File: src/logic/tmr3_pkg.sv
package tmr3_pkg;
    // Register map (index into the plain register port)
    localparam logic [3:0] TMR3_CTRL_OFS = 4'h0;
    localparam logic [3:0] TMR3_COUNT_OFS = 4'h1;
    localparam logic [3:0] TMR3_STAT_OFS = 4'h2;
    // Control field positions
    localparam int TMR3_RUN_BIT = 15;
    localparam int TMR3_IDLE_BIT = 13;
    localparam int TMR3_GATE_BIT = 6;
    localparam int TMR3_PS_HI = 5;
    localparam int TMR3_PS_LO = 4;
    localparam int TMR3_CS_BIT = 1;
    // Writable bits of the control register
    localparam logic [15:0] TMR3_CTRL_MASK = 16'hA072;
    localparam logic [15:0] TMR3_CTRL_RST = 16'h0000;
    localparam logic [15:0] TMR3_COUNT_RST = 16'h0000;
    localparam logic [7:0] TMR3_PS_RST = 8'h00;
    // Prescale codes
    localparam logic [1:0] TMR3_PS_1 = 2'h0;
    localparam logic [1:0] TMR3_PS_8 = 2'h1;
    localparam logic [1:0] TMR3_PS_64 = 2'h2;
    localparam logic [1:0] TMR3_PS_256 = 2'h3;
    // Prescaler terminal counts (ratio minus one)
    localparam logic [7:0] TMR3_TC_1 = 8'h00;
    localparam logic [7:0] TMR3_TC_8 = 8'h07;
    localparam logic [7:0] TMR3_TC_64 = 8'h3F;
    localparam logic [7:0] TMR3_TC_256 = 8'hFF;
    localparam logic [2:0] TMR3_SYNC_RST = 3'h0;

    // Terminal count for a prescale code
    function automatic logic [7:0] tmr3_term_count(input logic [1:0] code);
        case (code)
            TMR3_PS_8: tmr3_term_count = TMR3_TC_8;
            TMR3_PS_64: tmr3_term_count = TMR3_TC_64;
            TMR3_PS_256: tmr3_term_count = TMR3_TC_256;
            default: tmr3_term_count = TMR3_TC_1;
        endcase
    endfunction
endpackage

File: src/logic/tmr3_pin_sync.sv
`timescale 1ns/100ps
// Three-stage synchroniser with rising edge detect on agreed stages
module tmr3_pin_sync
    import tmr3_pkg::*;
(
    // Clock and reset
    input wire logic clk_i,
    input wire logic srst_i,
    // Asynchronous pin
    input wire logic pin_i,
    // Synchronised level and its rising edge
    output logic level_o,
    output logic rise_o
);
    logic [2:0] sync_ff;
    logic [2:0] nxt_sync;
    logic level_ff;
    logic nxt_level;

    // Level changes only when stages two and three agree; stage one feeds stage two only
    always_comb begin
        nxt_sync = {sync_ff[1:0], pin_i};
        nxt_level = level_ff;
        if (sync_ff[1] == sync_ff[2]) begin
            nxt_level = sync_ff[2];
        end
    end

    always_ff @(posedge clk_i) begin
        if (srst_i) begin
            sync_ff <= TMR3_SYNC_RST;
            level_ff <= 1'b0;
        end else begin
            sync_ff <= nxt_sync;
            level_ff <= nxt_level;
        end
    end

    assign level_o = level_ff;
    assign rise_o = nxt_level & ~level_ff;
endmodule

File: src/logic/tmr3_core.sv
`timescale 1ns/100ps
// Summary of operation
// - External clock selected: gate-accumulate bit has no effect on counting.
// - Internal clock, gate bit set: count only while the gate input is active.
// - Internal clock, gate bit clear: count prescaled clock continuously.
// - Prescale code 11 divides by 256, 10 by 64, 01 by 8, 00 by 1.
// - Partner cascade mode on: gate, prescale and clock source controls do nothing.
module tmr3_core
    import tmr3_pkg::*;
(
    // Clock and reset
    input wire logic clk_i,
    input wire logic srst_i,
    // Register port
    input wire logic [3:0] reg_addr_i,
    input wire logic [15:0] reg_wdata_i,
    input wire logic reg_wr_i,
    input wire logic reg_rd_i,
    output logic [15:0] reg_rdata_o,
    // Timer inputs
    input wire logic cy_tick_i,
    input wire logic timer_three_ext_clock_pin_i,
    input wire logic gate_pin_i,
    input wire logic cascade_32bit_mode_i,
    input wire logic cpu_idle_i,
    // Timer outputs
    output logic [15:0] count_o,
    output logic count_tick_o,
    output logic timer_running_o
);
    // Run states; HALT keeps count and prescaler but lets no tick through
    typedef enum logic [1:0] {
        TMR3_ST_STOP,
        TMR3_ST_RUN,
        TMR3_ST_HALT
    } tmr3_state_t;

    // Control register and its fields
    logic [15:0] timer_three_control_ff;
    logic [15:0] nxt_ctrl;
    logic timer_run_enable;
    logic halt_in_idle;
    logic gate_accumulate_enable;
    logic [1:0] input_prescale_select;
    logic clock_source_select;

    // Run state and the running flag
    tmr3_state_t state_ff;
    tmr3_state_t nxt_state;
    logic halt_req;
    logic run_ff;
    logic nxt_run;

    // Prescaler
    logic [7:0] ps_ff;
    logic [7:0] nxt_ps;
    logic [7:0] ps_term;
    logic ps_wrap;

    // Counter and increment pulse
    logic [15:0] count_ff;
    logic [15:0] nxt_count;
    logic tick_ff;
    logic nxt_tick;
    logic count_step;

    // Register port decode and read path
    logic ctrl_wr;
    logic count_wr;
    logic [15:0] status_word;
    logic [15:0] rdata_ff;
    logic [15:0] nxt_rdata;

    // Synchronised gate level and external edge pulse
    logic gate_level;
    logic ext_rise;

    // Selected source and gate
    logic src_tick;
    logic gate_ok;
    logic adv;

    // True when a strobe addresses the given register index
    // Kept as a function so both register write decodes read the same way
    function automatic logic tmr3_hit(
        input logic strobe,
        input logic [3:0] addr,
        input logic [3:0] ofs
    );
        tmr3_hit = strobe && (addr == ofs);
    endfunction

    // Pin synchronisers: gate and external clock come from outside this domain
    // Both pins pass three flops; a change counts once stages two and three agree
    tmr3_pin_sync u_gate_sync (
        .clk_i(clk_i),
        .srst_i(srst_i),
        .pin_i(gate_pin_i),
        .level_o(gate_level),
        .rise_o()
    );

    // Only the rising edge matters for the external source; its level is unused
    tmr3_pin_sync u_ext_sync (
        .clk_i(clk_i),
        .srst_i(srst_i),
        .pin_i(timer_three_ext_clock_pin_i),
        .level_o(),
        .rise_o(ext_rise)
    );

    // Control field extraction
    assign timer_run_enable = timer_three_control_ff[TMR3_RUN_BIT];
    assign halt_in_idle = timer_three_control_ff[TMR3_IDLE_BIT];
    assign gate_accumulate_enable = timer_three_control_ff[TMR3_GATE_BIT];
    assign input_prescale_select = timer_three_control_ff[TMR3_PS_HI:TMR3_PS_LO];
    assign clock_source_select = timer_three_control_ff[TMR3_CS_BIT];

    // Register port write decode; the read strobe is decoded in the read path
    assign ctrl_wr = tmr3_hit(reg_wr_i, reg_addr_i, TMR3_CTRL_OFS);
    assign count_wr = tmr3_hit(reg_wr_i, reg_addr_i, TMR3_COUNT_OFS);

    // Source and gate selection
    // External edges are already one-cycle pulses, the same shape as cy_tick_i
    // The gate level trails its pin by about four cycles through the synchroniser
    always_comb begin
        src_tick = clock_source_select ? ext_rise : cy_tick_i;
        gate_ok = clock_source_select | ~gate_accumulate_enable | gate_level;
        // cascade disables controls
        // The partner owns this timer in cascade mode, so nothing here may count
        if (cascade_32bit_mode_i) begin
            src_tick = 1'b0;
            gate_ok = 1'b0;
        end
    end

    // Idle halt applies only while its control bit is set
    assign halt_req = halt_in_idle && cpu_idle_i;

    // Run state: the run bit overrides everything, idle only pauses
    always_comb begin
        nxt_state = state_ff;
        case (state_ff)
            TMR3_ST_STOP: begin
                // The prescaler is held cleared for as long as this state lasts
                if (timer_run_enable) begin
                    nxt_state = TMR3_ST_RUN;
                end
            end
            TMR3_ST_RUN: begin
                // A stop write wins over an idle request
                if (!timer_run_enable) begin
                    nxt_state = TMR3_ST_STOP;
                end else if (halt_req) begin
                    nxt_state = TMR3_ST_HALT;
                end
            end
            TMR3_ST_HALT: begin
                // Leaving HALT resumes without restarting the prescaler
                if (!timer_run_enable) begin
                    nxt_state = TMR3_ST_STOP;
                end else if (!halt_req) begin
                    nxt_state = TMR3_ST_RUN;
                end
            end
            default: nxt_state = TMR3_ST_STOP;
        endcase
    end

    // Run state register
    always_ff @(posedge clk_i) begin
        if (srst_i) begin
            state_ff <= TMR3_ST_STOP;
        end else begin
            state_ff <= nxt_state;
        end
    end

    // Running flag follows the next state so the pin lines up with state_ff
    always_comb begin
        nxt_run = (nxt_state == TMR3_ST_RUN);
    end

    // Running flag register
    always_ff @(posedge clk_i) begin
        if (srst_i) begin
            run_ff <= 1'b0;
        end else begin
            run_ff <= nxt_run;
        end
    end

    // advance only while running
    // The run bit is tested too, so a stop write holds before the state catches up
    assign adv = (state_ff == TMR3_ST_RUN) && timer_run_enable && src_tick && gate_ok;

    // prescale divide
    // Terminal count is the ratio minus one, so code 00 wraps on every tick
    assign ps_term = tmr3_term_count(input_prescale_select);
    // Greater-or-equal: a code lowered mid-count wraps at once instead of running past
    assign ps_wrap = (ps_ff >= ps_term);
    assign count_step = adv && ps_wrap;

    // Prescaler; restarts when the timer stops but not on a code change
    always_comb begin
        nxt_ps = ps_ff;
        if (state_ff == TMR3_ST_STOP) begin
            nxt_ps = TMR3_PS_RST;
        end else if (count_step) begin
            nxt_ps = TMR3_PS_RST;
        end else if (adv) begin
            nxt_ps = ps_ff + 8'h01;
        end
    end

    // Prescaler register
    always_ff @(posedge clk_i) begin
        if (srst_i) begin
            ps_ff <= TMR3_PS_RST;
        end else begin
            ps_ff <= nxt_ps;
        end
    end

    // Counter; a software write wins over an increment in the same cycle
    // The count simply wraps after all ones; no period match is done here
    always_comb begin
        nxt_count = count_ff;
        nxt_tick = 1'b0;
        if (count_step) begin
            nxt_count = count_ff + 16'h0001;
            nxt_tick = 1'b1;
        end
        if (count_wr) begin
            nxt_count = reg_wdata_i;
        end
    end

    // Counter and increment pulse registers
    // The pulse marks the cycle in which the new count first shows
    always_ff @(posedge clk_i) begin
        if (srst_i) begin
            count_ff <= TMR3_COUNT_RST;
            tick_ff <= 1'b0;
        end else begin
            count_ff <= nxt_count;
            tick_ff <= nxt_tick;
        end
    end

    // Control write; unimplemented bits are never stored, so they read back as zero
    // A run bit change reaches the state machine one cycle later
    always_comb begin
        nxt_ctrl = timer_three_control_ff;
        if (ctrl_wr) begin
            nxt_ctrl = reg_wdata_i & TMR3_CTRL_MASK;
        end
    end

    // Control register
    always_ff @(posedge clk_i) begin
        if (srst_i) begin
            timer_three_control_ff <= TMR3_CTRL_RST;
        end else begin
            timer_three_control_ff <= nxt_ctrl;
        end
    end

    // Status word: state in the low bits, synchronised gate level above
    // Bit two lets software see the gate without probing the pin
    assign status_word = {13'h0000, gate_level, state_ff};

    // Read mux; idle cycles return zero so a stale word is never taken for data
    // Unmapped indices read as zero, and their writes are dropped in the decode above
    always_comb begin
        nxt_rdata = 16'h0000;
        if (reg_rd_i) begin
            case (reg_addr_i)
                TMR3_CTRL_OFS: nxt_rdata = timer_three_control_ff;
                TMR3_COUNT_OFS: nxt_rdata = count_ff;
                TMR3_STAT_OFS: nxt_rdata = status_word;
                default: nxt_rdata = 16'h0000;
            endcase
        end
    end

    // Read data register
    always_ff @(posedge clk_i) begin
        if (srst_i) begin
            rdata_ff <= 16'h0000;
        end else begin
            rdata_ff <= nxt_rdata;
        end
    end

    // Outputs straight from their flip-flops, no logic in between
    assign reg_rdata_o = rdata_ff;
    assign count_o = count_ff;
    assign count_tick_o = tick_ff;
    assign timer_running_o = run_ff;
endmodule

File: config.mk
export PLATFORM = sky130hd
export DESIGN_NAME = tmr3_core
export DESIGN_NICKNAME = d
export VERILOG_FILES = /design/src/logic/tmr3_pkg.sv /design/src/logic/tmr3_pin_sync.sv /design/src/logic/tmr3_core.sv
export SDC_FILE = /design/constraint.sdc
export NUM_CORES = 1
export LEC_CHECK = 0
export ABC_AREA = 1
export CAP_MARGIN = 20
export CORE_UTILIZATION = 54
export CTS_CLUSTER_DIAMETER = 40
export DETAILED_ROUTE_END_ITERATION = 8
export DONT_BUFFER_PORTS = 1
export PLACE_DENSITY = 0.65
export SLEW_MARGIN = 0
export SYNTH_ARGS = -nofsm -noshare
export SYNTH_HDL_FRONTEND = slang
export SYNTH_SLANG_ARGS = --single-unit
File: constraint.sdc
create_clock -name clk_i -period 2.2 [get_ports clk_i]
set_clock_uncertainty 0.05 [all_clocks]
set_input_delay 0.11 -clock clk_i [delete_from_list [all_inputs] [get_ports clk_i]]
set_output_delay 0.11 -clock clk_i [all_outputs]
set_load 0.01 [all_outputs]
== Yosys cells after proc, flatten, opt, wreduce, memory -nomap -nowiden ==
Cells that the tools add are included.
Widths: inputs -> output; s select.
Operators by class
  add/subtract/negate cells: 2
  order comparisons: 1
  eq/ne operators: 10
  mux-type cells: 15
  bitwise logic cells: 6
  reductions and logical operators: 12
Operator list (number)
  $pmux 16 s3: 1
  $mux 16: 2
  $pmux 8 s3: 1
  $add 16x1->16 const B: 1
  $mux 2: 5
  $add 8x1->8 const B: 1
  $ge 8x8->1: 1
  $logic_and 1x1->1: 7
  $eq 2x1->1 const B: 3
  $eq 2x2->1 const B: 3
  $pmux 2 s3: 1
  $mux 1: 5
  $eq 4x1->1 const B: 1
  $eq 4x2->1 const B: 1
  $logic_not 4->1: 1
  $not 1->1: 3
  $reduce_or 3->1: 1
  $eq 1x1->1: 2
  $logic_not 2->1: 1
  $or 1x1->1: 2
  $reduce_bool 2->1: 1
  $reduce_or 2->1: 1
  $and 1x1->1: 1
Word-level totals
  register bits: 58
  input bits: 29
  output and inout bits: 34

== Longest topological paths before layout ==
  depth after elaboration: 10
  gate-level depth with buffers: 15
  depth with buffers taken out: 15

== Hierarchy ==
A second synthesis with hierarchy kept.
Unflattened totals
  cell total of the unflattened synthesis: 432
  area, all modules: 2985.4 um^2
By module, submodules not included
  tmr3_core: instances 1, cells each 396, area each 2720.1 um^2, seq. area each 1001.0 um^2
  tmr3_pin_sync: instances 2, cells each 18, area each 132.6 um^2, seq. area each 80.1 um^2

== Least setup slack after synthesis ==
No wires, ideal clock.
  path kind: reg-to-reg
  from: reg timer_three_control_ff[4]
  to: reg count_ff[4], in the netlist count_o[4]
  library setup time: 0.070 ns
  data arrival time: 1.556 ns
  slack: 0.525 ns
  cell stages (with the launch flop): 14
  path buffers: 1
  period minus slack after synthesis: 1.675 ns
  path through: dfxtp_1 nor2_1 inv_1 ha_1 nand2_1 nand3_1 nand2_1 nand2_1 nand2_1 nand2_1 nand2_4 buf_6 nand3_1 a21oi_1
On the way
  word-level cells in the longest chain between the ends: 5
  elaborated cells between the ends (all ways): 7
  classes of those cells: 1 x order compare; 3 x eq/ne; 1 x mux; 2 x reduce/logical
RTL lines
  start, declared: RTL line tmr3_core.sv:39  | logic [15:0] timer_three_control_ff;
  start signal, assigned: RTL line tmr3_core.sv:265  | timer_three_control_ff <= nxt_ctrl;
  $eq 2x2->1 / $eq 2x1->1 (equally long branches): RTL line tmr3_pkg.sv:32  | case (code)
  $pmux 8 s3 (*): RTL line tmr3_pkg.sv:32
  $ge 8x8->1 (*): RTL line tmr3_core.sv:201  | assign ps_wrap = (ps_ff >= ps_term);
  $logic_and 1x1->1 (*): RTL line tmr3_core.sv:202  | assign count_step = adv && ps_wrap;
  $reduce_bool 2->1 (no line) (*)
  end signal, assigned: RTL line tmr3_core.sv:246  | count_ff <= nxt_count;
  end, declared: RTL line tmr3_core.sv:61  | logic [15:0] count_ff;
Mark *: on every way between the ends. The rest lies on a longest branch, timed or not.
A chain may end at the register's enable or synchronous reset.

== Final worst setup path ==
  from: reg timer_three_control_ff[4]
  to: reg count_ff[7], in the netlist count_o[7]
The elaborated chain is that of the path after synthesis.

==> impl_metrics.py <==
metrics = {
    "final_layout": {
        "multi_input_area_um2": 1516,
        "nets": 490,
        "syn2layout_area_growth_pct": 16.42,
        "num_antenna_cells": 0,
        "layout-drive-gt1-share_pct": 7.692,
        "final_cells": 525,
        "final-seq-area_um2": 1161,
        "fillers": 470,
        "final_common_cell": "nand2_1",
        "final_cell_mix": "nand2_1, dfxtp_1, nor2_1, inv_1, nand3_1",
    },
    "sta": {
        "timing.fmax_mhz": 506.0,
        "slew_headroom_pct": 59.54,
        "fin_crit_sh_pct": 89.83,
        "setup_ws_ns": 0.2237,
        "finalSetupTns_ns": 0,
        "setup_viol": 0,
        "worstMarginPinSlew_ns": 0.6049,
        "rsz0062_at_grt": "no",
        "layout_min_cycle_time_ns": 1.976,
        "final_max_slew_viol_count": 0,
        "finalHoldViolCount": 0,
    },
    "synthesis": {
        "synthXorXnorAreaFrac_pct": 2.400,
        "ys_seq_elements": 58,
        "ys_seq_area_share_pct": 39.78,
        "synth_simple_gate_area_share_pct": 36.56,
        "yosys_warnings": 0,
        "postSynthAreaPerCell_um2": 6.917,
        "synth_adder_area_share_pct": 4.286,
        "syn_inst": 422,
        "muxShareOfSynthArea_pct": 0,
        "synth_top_family_by_area": "simple AND/OR/NAND/NOR gates",
        "netlist_area_um2": 2919,
        "synth_compound_area_share_pct": 8.701,
        "ys_types": 32,
        "synth_fp_nets": 461,
    },
    "clocking": {
        "ctsHtreeMaxLevel": 3,
        "cts_resized": 0,
        "clk_latency_ns": 0.34,
        "clkTransAtPathRegs_ns": 0.07,
        "root_buffer": "clkbuf_8",
        "clockBufferDepth": 2,
        "cts_tree": "done",
        "numClockSinks": 58,
        "numCtsBuffers": 9,
    },
    "routing": {
        "drtAntennaViolNets": 0,
        "vias_per_cell": 5.240,
        "wl_mm": 7.127,
        "avgRoutedWirePerCell_um": 13.58,
        "drtPass1Iterations": 4,
        "vias": 2751,
        "drt_iter0_markers": 184,
        "drcViolationCount": 0,
    },
    "pwr": {
        "leakagePower_nw": 1.433,
        "vdd_drop_max_v": 0.0004078,
        "cellPowerDensity_nw_per_um2": 628.5,
    },
    "place": {
        "port_buffers": 0,
        "dp_cells": 488,
        "pre_cts_ws_ns": 0.2822,
        "hpwlAfterDp_mm": 4.974,
        "gp_congestion": 0.8298,
    },
    "min_path": {
        "hp-class": "in2reg",
    },
    "global_routing": {
        "antenna_found_initial": 0,
        "grt_pass1_wl_mm": 11.12,
        "grt_use_total_pct": 26.77,
        "gr-total-overflow": 0,
        "grt_max_degree": 29,
        "grt_pass1_vias": 2359,
    },
    "floorplanning": {
        "dieArea_um2": 5704,
        "core_um2": 5172,
        "initial_utilization_pct": 56.43,
        "fp-row-count": 26,
        "ioPinCount": 63,
        "die_x_um": 75.53,
        "chipHeight_um": 75.53,
    },
    "critical_path": {
        "path_cells": "nor2_1, inv_1, ha_1, nand2_1, nand3_1, nand2_1, nand2_1, nand2_1, nand2_1, nand2_4, nand2_4, inv_2, nor2_1, nor2_1",
        "crit_type": "reg2reg",
        "worstSetupEndpointType": "flop",
        "critPathArrivalTime_ns": 2.19,
        "crit_family": "simple AND/OR/NAND/NOR gates",
        "cp_num_buf_inv": 2,
        "slowest_stage": "dfxtp_1",
        "critPathMostFrequentCell": "nand2_1",
        "worstPathRequired_ns": 2.42,
        "crit_fanout": 11,
        "start_kind": "flop",
        "slowest_delay_ns": 0.33,
    },
    "run_status": {
        "outcome": "finished, final reports clean",
    },
    "flow_run": {
        "max_cap_viol_count": 0,
    },
}
-- registers in the layout, summed over array words and instances, names as in the netlist --
register	flops
ps_ff	8
reg_rdata_o	16
u_ext_sync.sync_ff	3
u_gate_sync.level_o	1
u_gate_sync.sync_ff	3
count_o	16
state_ff	2
u_ext_sync.level_o	1
timer_running_o	1
count_tick_o	1
timer_three_control_ff	6
-- path summary, 6_finish.rpt --
check | start | endpoint | slack [ns] | depth (start not counted)
worst min-delay path | reg_wdata_i[6] | count_o[6]$_SDFFE_PP0P_ | 0.007 | 4
worst min register to register | u_gate_sync.sync_ff[0]$_SDFF_PP0_ | u_gate_sync.sync_ff[1]$_SDFF_PP0_ | 0.35 | 2
worst max-delay path | timer_three_control_ff[4]$_SDFFE_PP0P_ | count_o[7]$_SDFFE_PP0P_ | 0.22 | 14
worst max register to register | timer_three_control_ff[4]$_SDFFE_PP0P_ | count_o[7]$_SDFFE_PP0P_ | 0.22 | 14
-- synthesized netlist by cell type --
master,n,share of area (%)
buf_4,2,0.51
o21ai_1,2,0.34
nand2_1,119,15
nand3_1,35,6.0
nand3_2,5,1.7
nor3_1,9,1.5
a211oi_1,1,0.26
nand4_1,6,1.3
nand2_4,2,0.77
xor2_1,5,1.5
buf_2,5,0.86
clkinv_1,2,0.26
a31oi_1,2,0.43
ha_1,10,4.3
inv_2,2,0.26
clkbuf_1,2,0.26
o21a_1,1,0.26
o31ai_1,1,0.26
nand2_2,1,0.21
inv_4,1,0.21
nor2_1,57,7.3
dfxtp_1,58,40
xnor2_1,3,0.90
nor3_4,2,1.1
o21ai_0,12,2.1
nor2_2,2,0.43
o221ai_1,1,0.30
inv_1,43,5.5
nand3_4,1,0.60
nand3b_1,1,0.26
buf_6,1,0.39
a21oi_1,28,4.8
-- per-layer routing --
metal,GRT usage [%],vias up,wire [µm]
met2,38.49,102,3010
met1,37.55,1228,3461
met3,8.069,10,555
met5,0,-,0
li1,-,1411,-
met4,10.29,0,99
-- repair_timing --
item                      in CTS  in global routing
hold endpoints to repair      32                  0
setup buffers                  0                  0
hold buffers                  22                  0
-- cell families after synthesis --
logic type	after synthesis
and+or+nand+nor	240
buffers and inverters	58
DFF	58
AOI/OAI and AO/OA	48
adders and majority gates	10
xor gates and xnor gates	8
-- worst register-to-register path: cells and delay by family (launching register included) --
| family | cells | cell delay (ns) |
|---|---|---|
| adder cells (fa/ha/maj) | 1 | 0.27 |
| buffers and inverters | 2 | 0.27 |
| flip-flops | 1 | 0.33 |
| AND/OR/NAND/NOR | 11 | 0.98 |
-- final cells by class --
class / count / share of cell area [%]
multi-input combinational: 306 / 44.62
inverter: 48 / 5.376
timing repair buffer: 28 / 7.806
clock buffer: 12 / 4.271
clock inverter: 3 / 1.178
tap: 70 / 2.577
sequential: 58 / 34.17
-- stage by stage --
| step | instance area, µm² | total power, mW | hold WS, ns | util, % |
|---|---|---|---|---|
| after floorplan | 2919 | 1.159 | 0.1670 | - |
| after global placement | 2993 | 1.172 | 0.1320 | 57.86 |
| after detailed placement | 2993 | 1.173 | 0.1336 | 57.86 |
| after CTS | 3398 | 2.150 | 0.00001638 | 65.70 |
| after global routing | 3398 | 2.207 | 0.02954 | 65.70 |
| final | 3398 | 2.136 | 0.007143 | 65.70 |
-- report_power, final --
group / total, mW / internal (mW) / switching [mW]
clock: 0.949 / 0.544 / 0.404
sequential: 1.07 / 1.06 / 0.0125
combinational: 0.113 / 0.0486 / 0.0644
(Power assumes the default switching activity.)
